===== src/exec_defs.svh =====
`ifndef EXEC_DEFS_SVH
`define EXEC_DEFS_SVH

// ----------------------------------------------------------------------------
// register byte offsets on the apb side
// ----------------------------------------------------------------------------
`define OFF_CMD        8'h00
`define OFF_STATUS     8'h04
`define OFF_WREG       8'h08
`define OFF_PTR0       8'h0C
`define OFF_PTR1       8'h10
`define OFF_MEM_ADDR   8'h14
`define OFF_MEM_DATA   8'h18

// ----------------------------------------------------------------------------
// status bit positions and widths
// ----------------------------------------------------------------------------
`define STAT_BUSY_BIT  0
`define STAT_C_BIT     1
`define STAT_Z_BIT     2
`define PTR_W          16
`define DATA_W         8
`define FADDR_W        7

// ----------------------------------------------------------------------------
// reset values and fixed addresses
// ----------------------------------------------------------------------------
`define WREG_RST       8'h00
`define PTR_RST        16'h0000
`define PTR_ONE        16'h0001
`define INDF0_FADDR    7'h00
`define INDF1_FADDR    7'h01

`endif


===== src/exec_pkg.sv =====
`include "exec_defs.svh"

package exec_pkg;

    // operation selected by the command word
    typedef enum logic [1:0] {
        LOGICAL_SHIFT_LEFT_OP  = 2'h0,
        LOGICAL_SHIFT_RIGHT_OP = 2'h1,
        FILE_MOVE_OP           = 2'h2,
        INDIRECT_LOAD_OP       = 2'h3
    } op_t;

    // pointer_update_code values for the indirect load
    typedef enum logic [1:0] {
        PRE_INC  = 2'h0,
        PRE_DEC  = 2'h1,
        POST_INC = 2'h2,
        POST_DEC = 2'h3
    } pointer_update_code_t;

    // execution sequencer, gray along idle -> exec -> idle
    typedef enum logic [0:0] {
        ST_IDLE = 1'h0,
        ST_EXEC = 1'h1
    } state_t;

    // command word as written to the command register, high bits first
    typedef struct packed {
        logic [5:0]           offset;
        logic                 relative;
        pointer_update_code_t mode;
        logic                 ptr_n;
        logic [6:0]           faddr;
        logic                 dest;
        op_t                  op;
    } cmd_t;

endpackage : exec_pkg


===== src/exec_if.sv =====
`timescale 1ns/1ps
`default_nettype none
`include "exec_defs.svh"

// ----------------------------------------------------------------------------
// carrier between the core, the data store and the pointer arithmetic
// ----------------------------------------------------------------------------
interface exec_if;
    logic [`PTR_W-1:0]  rd_addr;
    logic [`DATA_W-1:0] rd_data;
    logic               wr_en;
    logic [`PTR_W-1:0]  wr_addr;
    logic [`DATA_W-1:0] wr_data;
    logic [`PTR_W-1:0]  ptr_in;
    logic [1:0]         mode;
    logic               relative;
    logic [5:0]         offset;
    logic [`PTR_W-1:0]  eff_addr;
    logic [`PTR_W-1:0]  ptr_next;

    modport core (output rd_addr, wr_en, wr_addr, wr_data, ptr_in, mode, relative, offset,
                  input  rd_data, eff_addr, ptr_next);
    modport mem_side (input rd_addr, wr_en, wr_addr, wr_data, output rd_data);
    modport ptr_side (input ptr_in, mode, relative, offset, output eff_addr, ptr_next);
endinterface : exec_if

`default_nettype wire


===== src/data_store.sv =====
`timescale 1ns/1ps
`default_nettype none
`include "exec_defs.svh"

// ----------------------------------------------------------------------------
// flip-flop data memory, one read and one write port
// ----------------------------------------------------------------------------
module data_store #(
    parameter int AW = 7
) (
    input  wire logic   mclk,
    input  wire logic   reset,
    exec_if.mem_side    port
);
    logic [`DATA_W-1:0] mem_reg [2**AW];

    // only the low bits of a 16-bit address select a cell; upper bits alias
    assign port.rd_data = mem_reg[port.rd_addr[AW-1:0]];

    always_ff @(posedge mclk or posedge reset) begin
        if (reset) begin
            for (int i = 0; i < 2**AW; i++) begin
                mem_reg[i] <= '0;
            end
        end else if (port.wr_en) begin
            mem_reg[port.wr_addr[AW-1:0]] <= port.wr_data;
        end
    end
endmodule : data_store

`default_nettype wire


===== src/pointer_calc.sv =====
`timescale 1ns/1ps
`default_nettype none
`include "exec_defs.svh"

// ----------------------------------------------------------------------------
// effective address and pointer write-back for the indirect load
// ----------------------------------------------------------------------------
module pointer_calc
    import exec_pkg::*;
(
    exec_if.ptr_side port
);
    // 16-bit add that wraps, never saturates
    function automatic logic [`PTR_W-1:0] wrap_add(input logic [`PTR_W-1:0] a,
                                                   input logic [`PTR_W-1:0] b);
        wrap_add = `PTR_W'(a + b);
    endfunction : wrap_add

    wire logic [`PTR_W-1:0] p_inc  = wrap_add(port.ptr_in, `PTR_ONE);
    wire logic [`PTR_W-1:0] p_dec  = `PTR_W'(port.ptr_in - `PTR_ONE);
    wire logic [`PTR_W-1:0] off_sx = `PTR_W'($signed(port.offset));
    wire logic [`PTR_W-1:0] p_rel  = wrap_add(port.ptr_in, off_sx);

    // relative offset leaves the pointer alone; pre modes keep the modified value
    always_comb begin
        if (port.relative) begin
            port.eff_addr = p_rel;
            port.ptr_next = port.ptr_in;
        end else begin
            case (pointer_update_code_t'(port.mode))
                PRE_INC: begin
                    port.eff_addr = p_inc;
                    port.ptr_next = p_inc;
                end
                PRE_DEC: begin
                    port.eff_addr = p_dec;
                    port.ptr_next = p_dec;
                end
                POST_INC: begin
                    port.eff_addr = port.ptr_in;
                    port.ptr_next = p_inc;
                end
                POST_DEC: begin
                    port.eff_addr = port.ptr_in;
                    port.ptr_next = p_dec;
                end
                default: begin
                    port.eff_addr = port.ptr_in;
                    port.ptr_next = port.ptr_in;
                end
            endcase
        end
    end
endmodule : pointer_calc

`default_nettype wire


===== src/shift_move_indirect_exec.sv =====
// Added by the designer: register access over APB and the address map.
`timescale 1ns/1ps
`default_nettype none
`include "exec_defs.svh"

module shift_move_indirect_exec
    import exec_pkg::*;
#(
    parameter int DMEM_AW = 7
) (
    input  wire logic        mclk,
    input  wire logic        reset,
    input  wire logic        psel,
    input  wire logic        penable,
    input  wire logic        pwrite,
    input  wire logic [7:0]  paddr,
    input  wire logic [31:0] pwdata,
    output logic             pready,
    output logic             pslverr,
    output logic [31:0]      prdata
);
    // ------------------------------------------------------------------------
    // state
    // ------------------------------------------------------------------------
    state_t                   state_reg;
    cmd_t                     cmd_reg;
    logic [`DATA_W-1:0]       w_reg;
    logic                     c_reg;
    logic                     z_reg;
    logic [`PTR_W-1:0]        ptr_reg [2];
    logic [`FADDR_W-1:0]      maddr_reg;
    logic                     pready_reg;
    logic                     pslverr_reg;
    logic [31:0]              prdata_reg;

    exec_if bus ();

    data_store #(.AW(DMEM_AW)) i_data_store (
        .mclk  (mclk),
        .reset (reset),
        .port  (bus.mem_side)
    );

    pointer_calc i_pointer_calc (
        .port (bus.ptr_side)
    );

    // ------------------------------------------------------------------------
    // apb decode
    // ------------------------------------------------------------------------
    // the answer comes one cycle into the access phase so that read data is
    // taken from a flip-flop, never through the decode path
    wire logic apb_access = psel & penable & ~pready_reg;
    wire logic apb_done   = psel & penable & pready_reg;
    wire logic busy       = (state_reg != ST_IDLE);
    wire logic hit_cmd    = (paddr == `OFF_CMD);
    wire logic hit_status = (paddr == `OFF_STATUS);
    wire logic hit_wreg   = (paddr == `OFF_WREG);
    wire logic hit_ptr0   = (paddr == `OFF_PTR0);
    wire logic hit_ptr1   = (paddr == `OFF_PTR1);
    wire logic hit_maddr  = (paddr == `OFF_MEM_ADDR);
    wire logic hit_mdata  = (paddr == `OFF_MEM_DATA);
    wire logic mapped     = hit_cmd | hit_status | hit_wreg | hit_ptr0 | hit_ptr1
                          | hit_maddr | hit_mdata;
    // launching or touching memory while a command runs would race the datapath
    wire logic refuse     = ~mapped | (busy & (hit_cmd | hit_mdata | hit_wreg
                          | hit_ptr0 | hit_ptr1 | hit_status));
    wire logic wr_ok      = apb_done & pwrite & ~pslverr_reg;
    wire logic launch     = wr_ok & hit_cmd;

    // ------------------------------------------------------------------------
    // operand addressing
    // ------------------------------------------------------------------------
    // the two lowest file addresses are the indirect data ports; they have
    // no cell of their own and are steered through the matching pointer
    wire logic               file_is_port = (cmd_reg.faddr == `INDF0_FADDR)
                                          | (cmd_reg.faddr == `INDF1_FADDR);
    wire logic [`PTR_W-1:0]  cur_ptr      = ptr_reg[cmd_reg.ptr_n];
    wire logic [`PTR_W-1:0]  file_addr    = file_is_port ? ptr_reg[cmd_reg.faddr[0]]
                                          : `PTR_W'(cmd_reg.faddr);
    wire logic               is_ind       = (cmd_reg.op == INDIRECT_LOAD_OP);
    wire logic               is_lsl       = (cmd_reg.op == LOGICAL_SHIFT_LEFT_OP);
    wire logic               is_lsr       = (cmd_reg.op == LOGICAL_SHIFT_RIGHT_OP);
    wire logic               exec         = (state_reg == ST_EXEC);

    assign bus.ptr_in   = cur_ptr;
    assign bus.mode     = cmd_reg.mode;
    assign bus.relative = cmd_reg.relative;
    assign bus.offset   = cmd_reg.offset;
    assign bus.rd_addr  = !exec ? `PTR_W'(maddr_reg)
                        : is_ind ? bus.eff_addr
                        : file_addr;

    // ------------------------------------------------------------------------
    // result and flags
    // ------------------------------------------------------------------------
    wire logic [`DATA_W-1:0] opnd   = bus.rd_data;
    wire logic [`DATA_W-1:0] result = is_lsl ? {opnd[`DATA_W-2:0], 1'b0}
                                    : is_lsr ? {1'b0, opnd[`DATA_W-1:1]}
                                    : opnd;
    wire logic               c_new  = is_lsl ? opnd[`DATA_W-1] : opnd[0];
    wire logic               z_new  = (result == '0);
    wire logic               to_w   = is_ind | ~cmd_reg.dest;

    // write-back into the file register, or memory load over apb
    assign bus.wr_en   = (exec & ~to_w) | (wr_ok & hit_mdata);
    assign bus.wr_addr = exec ? file_addr : `PTR_W'(maddr_reg);
    assign bus.wr_data = exec ? result : pwdata[`DATA_W-1:0];

    // read data mux for the apb answer
    wire logic [31:0] rd_mux =
          hit_cmd    ? 32'(cmd_reg)
        : hit_status ? 32'({z_reg, c_reg, busy})
        : hit_wreg   ? 32'(w_reg)
        : hit_ptr0   ? 32'(ptr_reg[0])
        : hit_ptr1   ? 32'(ptr_reg[1])
        : hit_maddr  ? 32'(maddr_reg)
        : hit_mdata  ? 32'(opnd)
        : 32'h0000_0000;

    // ------------------------------------------------------------------------
    // apb answer flops
    // ------------------------------------------------------------------------
    always_ff @(posedge mclk or posedge reset) begin
        if (reset) begin
            pready_reg  <= 1'b0;
            pslverr_reg <= 1'b0;
            prdata_reg  <= 32'h0000_0000;
        end else begin
            pready_reg  <= apb_access;
            pslverr_reg <= apb_access & refuse;
            if (apb_access & ~pwrite & ~refuse) begin
                prdata_reg <= rd_mux;
            end
        end
    end

    // ------------------------------------------------------------------------
    // sequencer and command capture
    // ------------------------------------------------------------------------
    always_ff @(posedge mclk or posedge reset) begin
        if (reset) begin
            state_reg <= ST_IDLE;
            cmd_reg   <= '0;
            maddr_reg <= '0;
        end else begin
            case (state_reg)
                ST_IDLE: begin
                    if (launch) begin
                        state_reg <= ST_EXEC;
                    end
                end
                ST_EXEC: begin
                    state_reg <= ST_IDLE;
                end
                default: begin
                    state_reg <= ST_IDLE;
                end
            endcase
            if (launch) begin
                cmd_reg <= cmd_t'(pwdata[$bits(cmd_t)-1:0]);
            end
            if (wr_ok & hit_maddr) begin
                maddr_reg <= pwdata[`FADDR_W-1:0];
            end
        end
    end

    // ------------------------------------------------------------------------
    // working register and flags
    // ------------------------------------------------------------------------
    always_ff @(posedge mclk or posedge reset) begin
        if (reset) begin
            w_reg <= `WREG_RST;
            c_reg <= 1'b0;
            z_reg <= 1'b0;
        end else if (exec) begin
            if (to_w) begin
                w_reg <= result;
            end
            if (is_lsl | is_lsr) begin
                c_reg <= c_new; // carry held on moves and loads
            end
            z_reg <= z_new;
        end else begin
            if (wr_ok & hit_wreg) begin
                w_reg <= pwdata[`DATA_W-1:0];
            end
            if (wr_ok & hit_status) begin
                c_reg <= pwdata[`STAT_C_BIT];
                z_reg <= pwdata[`STAT_Z_BIT];
            end
        end
    end

    // ------------------------------------------------------------------------
    // pointers
    // ------------------------------------------------------------------------
    always_ff @(posedge mclk or posedge reset) begin
        if (reset) begin
            ptr_reg[0] <= `PTR_RST;
            ptr_reg[1] <= `PTR_RST;
        end else if (exec & is_ind) begin
            ptr_reg[cmd_reg.ptr_n] <= bus.ptr_next;
        end else begin
            if (wr_ok & hit_ptr0) begin
                ptr_reg[0] <= pwdata[`PTR_W-1:0];
            end
            if (wr_ok & hit_ptr1) begin
                ptr_reg[1] <= pwdata[`PTR_W-1:0];
            end
        end
    end

    // outputs straight from flops, so the bus sees no decode glitches
    assign pready  = pready_reg;
    assign pslverr = pslverr_reg;
    assign prdata  = prdata_reg;
endmodule : shift_move_indirect_exec

`default_nettype wire


===== config.mk =====
export PLATFORM = sky130hd
export DESIGN_NAME = shift_move_indirect_exec
export DESIGN_NICKNAME = d
export VERILOG_FILES = /design/src/exec_pkg.sv /design/src/exec_if.sv /design/src/data_store.sv /design/src/pointer_calc.sv /design/src/shift_move_indirect_exec.sv
export VERILOG_INCLUDE_DIRS = /design/src /design/src/src
export SDC_FILE = /design/constraint.sdc
export NUM_CORES = 2
export LEC_CHECK = 0
export BUFFER_PORTS_ARGS = -buffer_cell sky130_fd_sc_hd__buf_2
export CAP_MARGIN = 20
export CORE_UTILIZATION = 25
export DETAILED_ROUTE_END_ITERATION = 8
export GPL_ROUTABILITY_DRIVEN = 0
export GPL_TIMING_DRIVEN = 0
export PLACE_DENSITY = 0.4
export SYNTH_ARGS = -nofsm -noshare
export SYNTH_HDL_FRONTEND = slang
export SYNTH_HIERARCHICAL = 1
export SYNTH_SLANG_ARGS = --single-unit

===== constraint.sdc =====
create_clock -name mclk -period 80.8 [get_ports mclk]
set_input_delay 8.08 -clock mclk [delete_from_list [all_inputs] [get_ports mclk]]
set_output_delay 8.08 -clock mclk [all_outputs]
set_load 0.02 [all_outputs]

=== Word level (Yosys, flattened, before mapping) ===
Index checks and enable logic that the tools add are counted.

* Muxes and demuxes: 47
* Bitwise gates (word level): 46
* $mul: 0
* Shifts and indexed selects: 0
* Add/sub/neg operators: 3
* Equal/unequal tests: 14
* Reductions and logical operators: 16
* Div/mod/pow operators: 0
* $lt $le $gt $ge: 6

{| class="wikitable"
|+ Operators with widths
! kind !! count
|-
| $bwmux 1024 || 1
|-
| $mux 16 || 11
|-
| $mux 8 || 11
|-
| $bmux 8 s7 || 1
|-
| $demux 8 s7 || 1
|-
| $mux 7 || 8
|-
| $bwmux 32 || 1
|-
| $mux 32 || 1
|-
| $pmux 16 s2 || 1
|-
| $eq 8x5->1 const B || 3
|-
| $pmux 7 s3 || 1
|-
| $mux 20 || 1
|-
| $and 1x1->1 || 18
|-
| $add 16x1->16 const B || 1
|-
| $demux 16 s1 || 1
|-
| $eq 8x4->1 const B || 2
|-
| $ge 8x8->1 const B || 2
|-
| $logic_not 8->1 || 2
|-
| $not 7->8 || 2
|-
| $or 1x1->1 || 16
|-
| $sub 16x1->16 const B || 1
|-
| $eq 8x3->1 const B || 1
|-
| $lt 8x1->1 const B || 1
|-
| $not 1->1 || 8
|-
| other kinds (16) || 36
|}

* Logic and storage cells: 277
* Register bits: 1128
* Latch bits: 0
* Memories: 0
* Bits in writable memories: 0
* ROM bits: 0
* Output and inout bits: 34
* Input bits: 45

=== Longest topological paths before layout ===
* Depth after elaboration: 20
* Gate-level depth with buffers: 26
* Gate-level depth less buffers: 20

=== By module ===
Netlist, hierarchy kept.

{| class="wikitable"
|+ By module, submodules not included
! module !! instances !! cells each !! sequential area each (um2) !! area each (um2)
|-
| data_store || 1 || 2777 || 25624.6 || 46383.2
|-
| shift_move_indirect_exec || 1 || 590 || 2302.2 || 5615.4
|-
| pointer_calc || 1 || 243 || 0.0 || 1671.6
|}

=== Least setup slack after synthesis ===
OpenSTA, ideal clock, no wires.

* Kind: input to register
* Start point: input paddr[1]
* End point: register i_data_store/mem_reg[10] (netlist bit)
* Cell stages on the path: 10
* Library setup time: 0.125 ns
* Arrival: 10.540 ns
* Path buffers: 2
* Slack: 70.136 ns
* Data required time: 80.675 ns
* Cells stage by stage: or4_4 -> nor2_1 -> nand4_1 -> o21ai_0 -> clkbuf_1 -> nor2b_1 -> clkbuf_1 -> nand3_1 -> nor2_1 -> mux2_2

* Longest elaborated chain between the ends: 3

{| class="wikitable"
|+ Ends and longest elaborated chain
! what !! RTL line !! source
|-
| start: declaration || shift_move_indirect_exec.sv:16 || <nowiki>input wire logic [7:0] paddr,</nowiki>
|-
| $eq 8x5->1 (no line) || - ||
|-
| $and 1x1->1 || shift_move_indirect_exec.sv:106 || <nowiki>assign bus.wr_en = (exec & ~to_w) | (wr_ok & hit_mdata);</nowiki>
|-
| $or 1x1->1 || shift_move_indirect_exec.sv:106 ||
|-
| via bus.wr_en || exec_if.sv:11 || <nowiki>logic wr_en;</nowiki>
|-
| end signal: indexed assignment || data_store.sv:26 || <nowiki>mem_reg[port.wr_addr[AW-1:0]] <= port.wr_data;</nowiki>
|-
| end: declaration || data_store.sv:15 || <nowiki>logic [`DATA_W-1:0] mem_reg [2**AW];</nowiki>
|}

The timed path passes the listed nets, and every way through them passes these cells.
A chain may end at the register's enable or synchronous reset.

=== Final worst setup path ===
Same ends and word-level chain as after synthesis.

==> impl_metrics.tcl <==
set metrics [dict create \
    slew_headroom_pct 22.24 \
    drt-pass1-iter-count 7 \
    largest_reg_flops 1024 \
    p_int_mw 0.9370 \
    place_inst 6367 \
    grt_max_degree 121 \
    worstSetupPathType "primary input to flop" \
    min_period_ns 11.64 \
    ctsRootBufferMaster "clkbuf_16" \
    r2r_start "cmd_reg[10]$_DFFE_PP0P_" \
    ant_nets 0 \
    worst-path-max-fanout 8 \
    nets 3760 \
    layout_setup_ws_ns 69.16 \
    die_w_um 461.3 \
    drt_wl_total_mm 183.8 \
    outcome "finished clean" \
    reg2reg_slack_ns 71.64 \
    power-per-cell-area_nw_per_um2 19.97 \
    fmax_mhz 85.93 \
    pin_count 79 \
    drv_slew 0 \
    htreeDepth 4 \
    stdcell_count 6621 \
    cts_hold_buf 0 \
    antenna_found_initial 12 \
    path_clk_slew_ns 0.06 \
    synth_warnings 6 \
    holdWs_ns 0.4911 \
    vias_per_cell 4.778 \
    fin_area_um2 61830 \
    finalCritPeriodShare_pct 14.40 \
    cp.arrival_ns 12.31 \
    power_switching_mw 0.2978 \
    rows 168 \
    cts_tree "built" \
    setup-violations-final 0 \
    p_sw_share_pct 24.11 \
    netlist_area_um2 52740 \
    post_cts_buffers 0 \
    seq_power_share_pct 45.5 \
    pwr-share-clk_pct 51.1 \
    cts.path.max_buffers 3 \
    coreArea_um2 209600 \
    min_to "pready$_DFF_PP0_" \
    hpwl_mm 130.2 \
    comb_power_share_pct 3.4 \
    syn_inst 3465 \
    power_leakage_nw 28.70 \
    maxCapViolations 0 \
    drtIter0Drc 2007 \
    skew_ns 0.03151 \
    initial_core_util_pct 25.17 \
    grt_first_pass_wirelength_mm 264.8 \
    overflow 0 \
    drive_above_1_share_pct 47.74 \
    end_kind "flop" \
    post_cts_resized 0 \
    place_ws_ns 68.33 \
    tightest_slew_ns 1.166 \
    critPathLaunchType "primary input" \
    clock_latency_ns 0.81 \
    wire_per_inst_um 27.77 \
    grt_use_total_pct 17.53 \
    drc 0 \
    hold_viol_final 0 \
    die-area_um2 212800 \
    grt_pass1_vias 33420 \
    vias 31640 \
    r2r-end "i_data_store/mem_reg[979]$_DFFE_PP0P_" \
    port_buffers 54 \
    synthToLayoutAreaGrowth_pct 17.24 \
    rsz0062_at_grt "no" \
    hold_path.class "flop to flop" \
    r2r_cells 22 \
    placed_cell_area_um2 57190 \
    clock-sinks 1116 \
    min_from "pready$_DFF_PP0_" \
    dieHeight_um 461.3 \
    num-fill-cells 21140 \
    vdd_drop_max_mv 0.01528 \
    min_delay_path_depth 1 \
    tns_ns 0 \
    cts_made_buffers 139 \
    avgSynthCellArea_um2 15.22 \
    crit_required_ns 81.47 \
]
-- per-stage QoR --
step	util, %	total power [mW]
floorplan	-	0.5932
global placement	26.99	0.6145
detailed placement	27.29	0.6148
CTS	29.48	1.257
global route	29.49	1.282
finish	29.50	1.235
-- power groups by stage --
stage / registers [mW] / logic [mW] / clock network, mW
after floorplan: 0.574 / 0.0195 / 0
after global placement: 0.573 / 0.0414 / 0
after detailed placement: 0.572 / 0.0432 / 0
after CTS: 0.561 / 0.0433 / 0.652
after global routing: 0.561 / 0.0461 / 0.675
final: 0.562 / 0.0417 / 0.632
-- critical path: stages --
cell	delay, ns
buf_2	0.11
or4_4	0.58
nor2_1	0.55
nand4_1	0.17
o21ai_0	0.21
clkbuf_1	0.45
nor2b_1	0.19
clkbuf_1	0.18
nand3_1	0.43
nor2_1	0.91
mux2_2	0.42
-- cell usage in the layout (no fill, tap or decap), types with 13 or more instances in the layout --
master	instances
clkbuf_8	31
a21oi_1	49
o21ai_0	36
xor2_1	17
buf_1	20
dfrtp_1	1116
nand2_1	128
clkbuf_1	226
buf_4	27
nand3_1	16
clkbuf_2	17
a21o_1	38
mux2i_1	18
nor2_1	122
buf_2	78
mux2_2	1103
buf_8	13
mux4_2	336
clkbuf_16	139
inv_1	18
a22o_1	40
-- worst max path at each step --
stage / from / to / slack, ns
floorplan: reset / i_data_store/mem_reg[0]$_DFFE_PP0P_ / 43.90
detailed placement: paddr[1] / i_data_store/mem_reg[627]$_DFFE_PP0P_ / 68.33
global route: paddr[1] / i_data_store/mem_reg[137]$_DFFE_PP0P_ / 69.03
finish: paddr[1] / i_data_store/mem_reg[10]$_DFFE_PP0P_ / 69.16
CTS: paddr[1] / i_data_store/mem_reg[630]$_DFFE_PP0P_ / 69.22
global placement: reset / i_data_store/mem_reg[194]$_DFFE_PP0P_ / 29.01
-- layer usage --
metal / vias to the layer above / wire length (um) / global-route usage [%]
met1: 17440 / 83470 / 24.01
met2: 561 / 90090 / 29.05
met3: 184 / 6771 / 2.514
met4: 0 / 3510 / 4.103
li1: 13460 / - / -
met5: - / 0 / 0
-- cell type report --
class,instances,area (um^2),area share [%]
multi-input combinational,2062,23610,38.18
antenna,10,25.02,0.04047
clock buffer,207,4044,6.540
inverter,21,88.84,0.1437
sequential,1116,27930,45.17
tap,2805,3510,5.676
buffer,277,1214,1.963
timing repair buffer,88,872.1,1.410
clock inverter,35,546.8,0.8843
(Power assumes the default switching activity.)
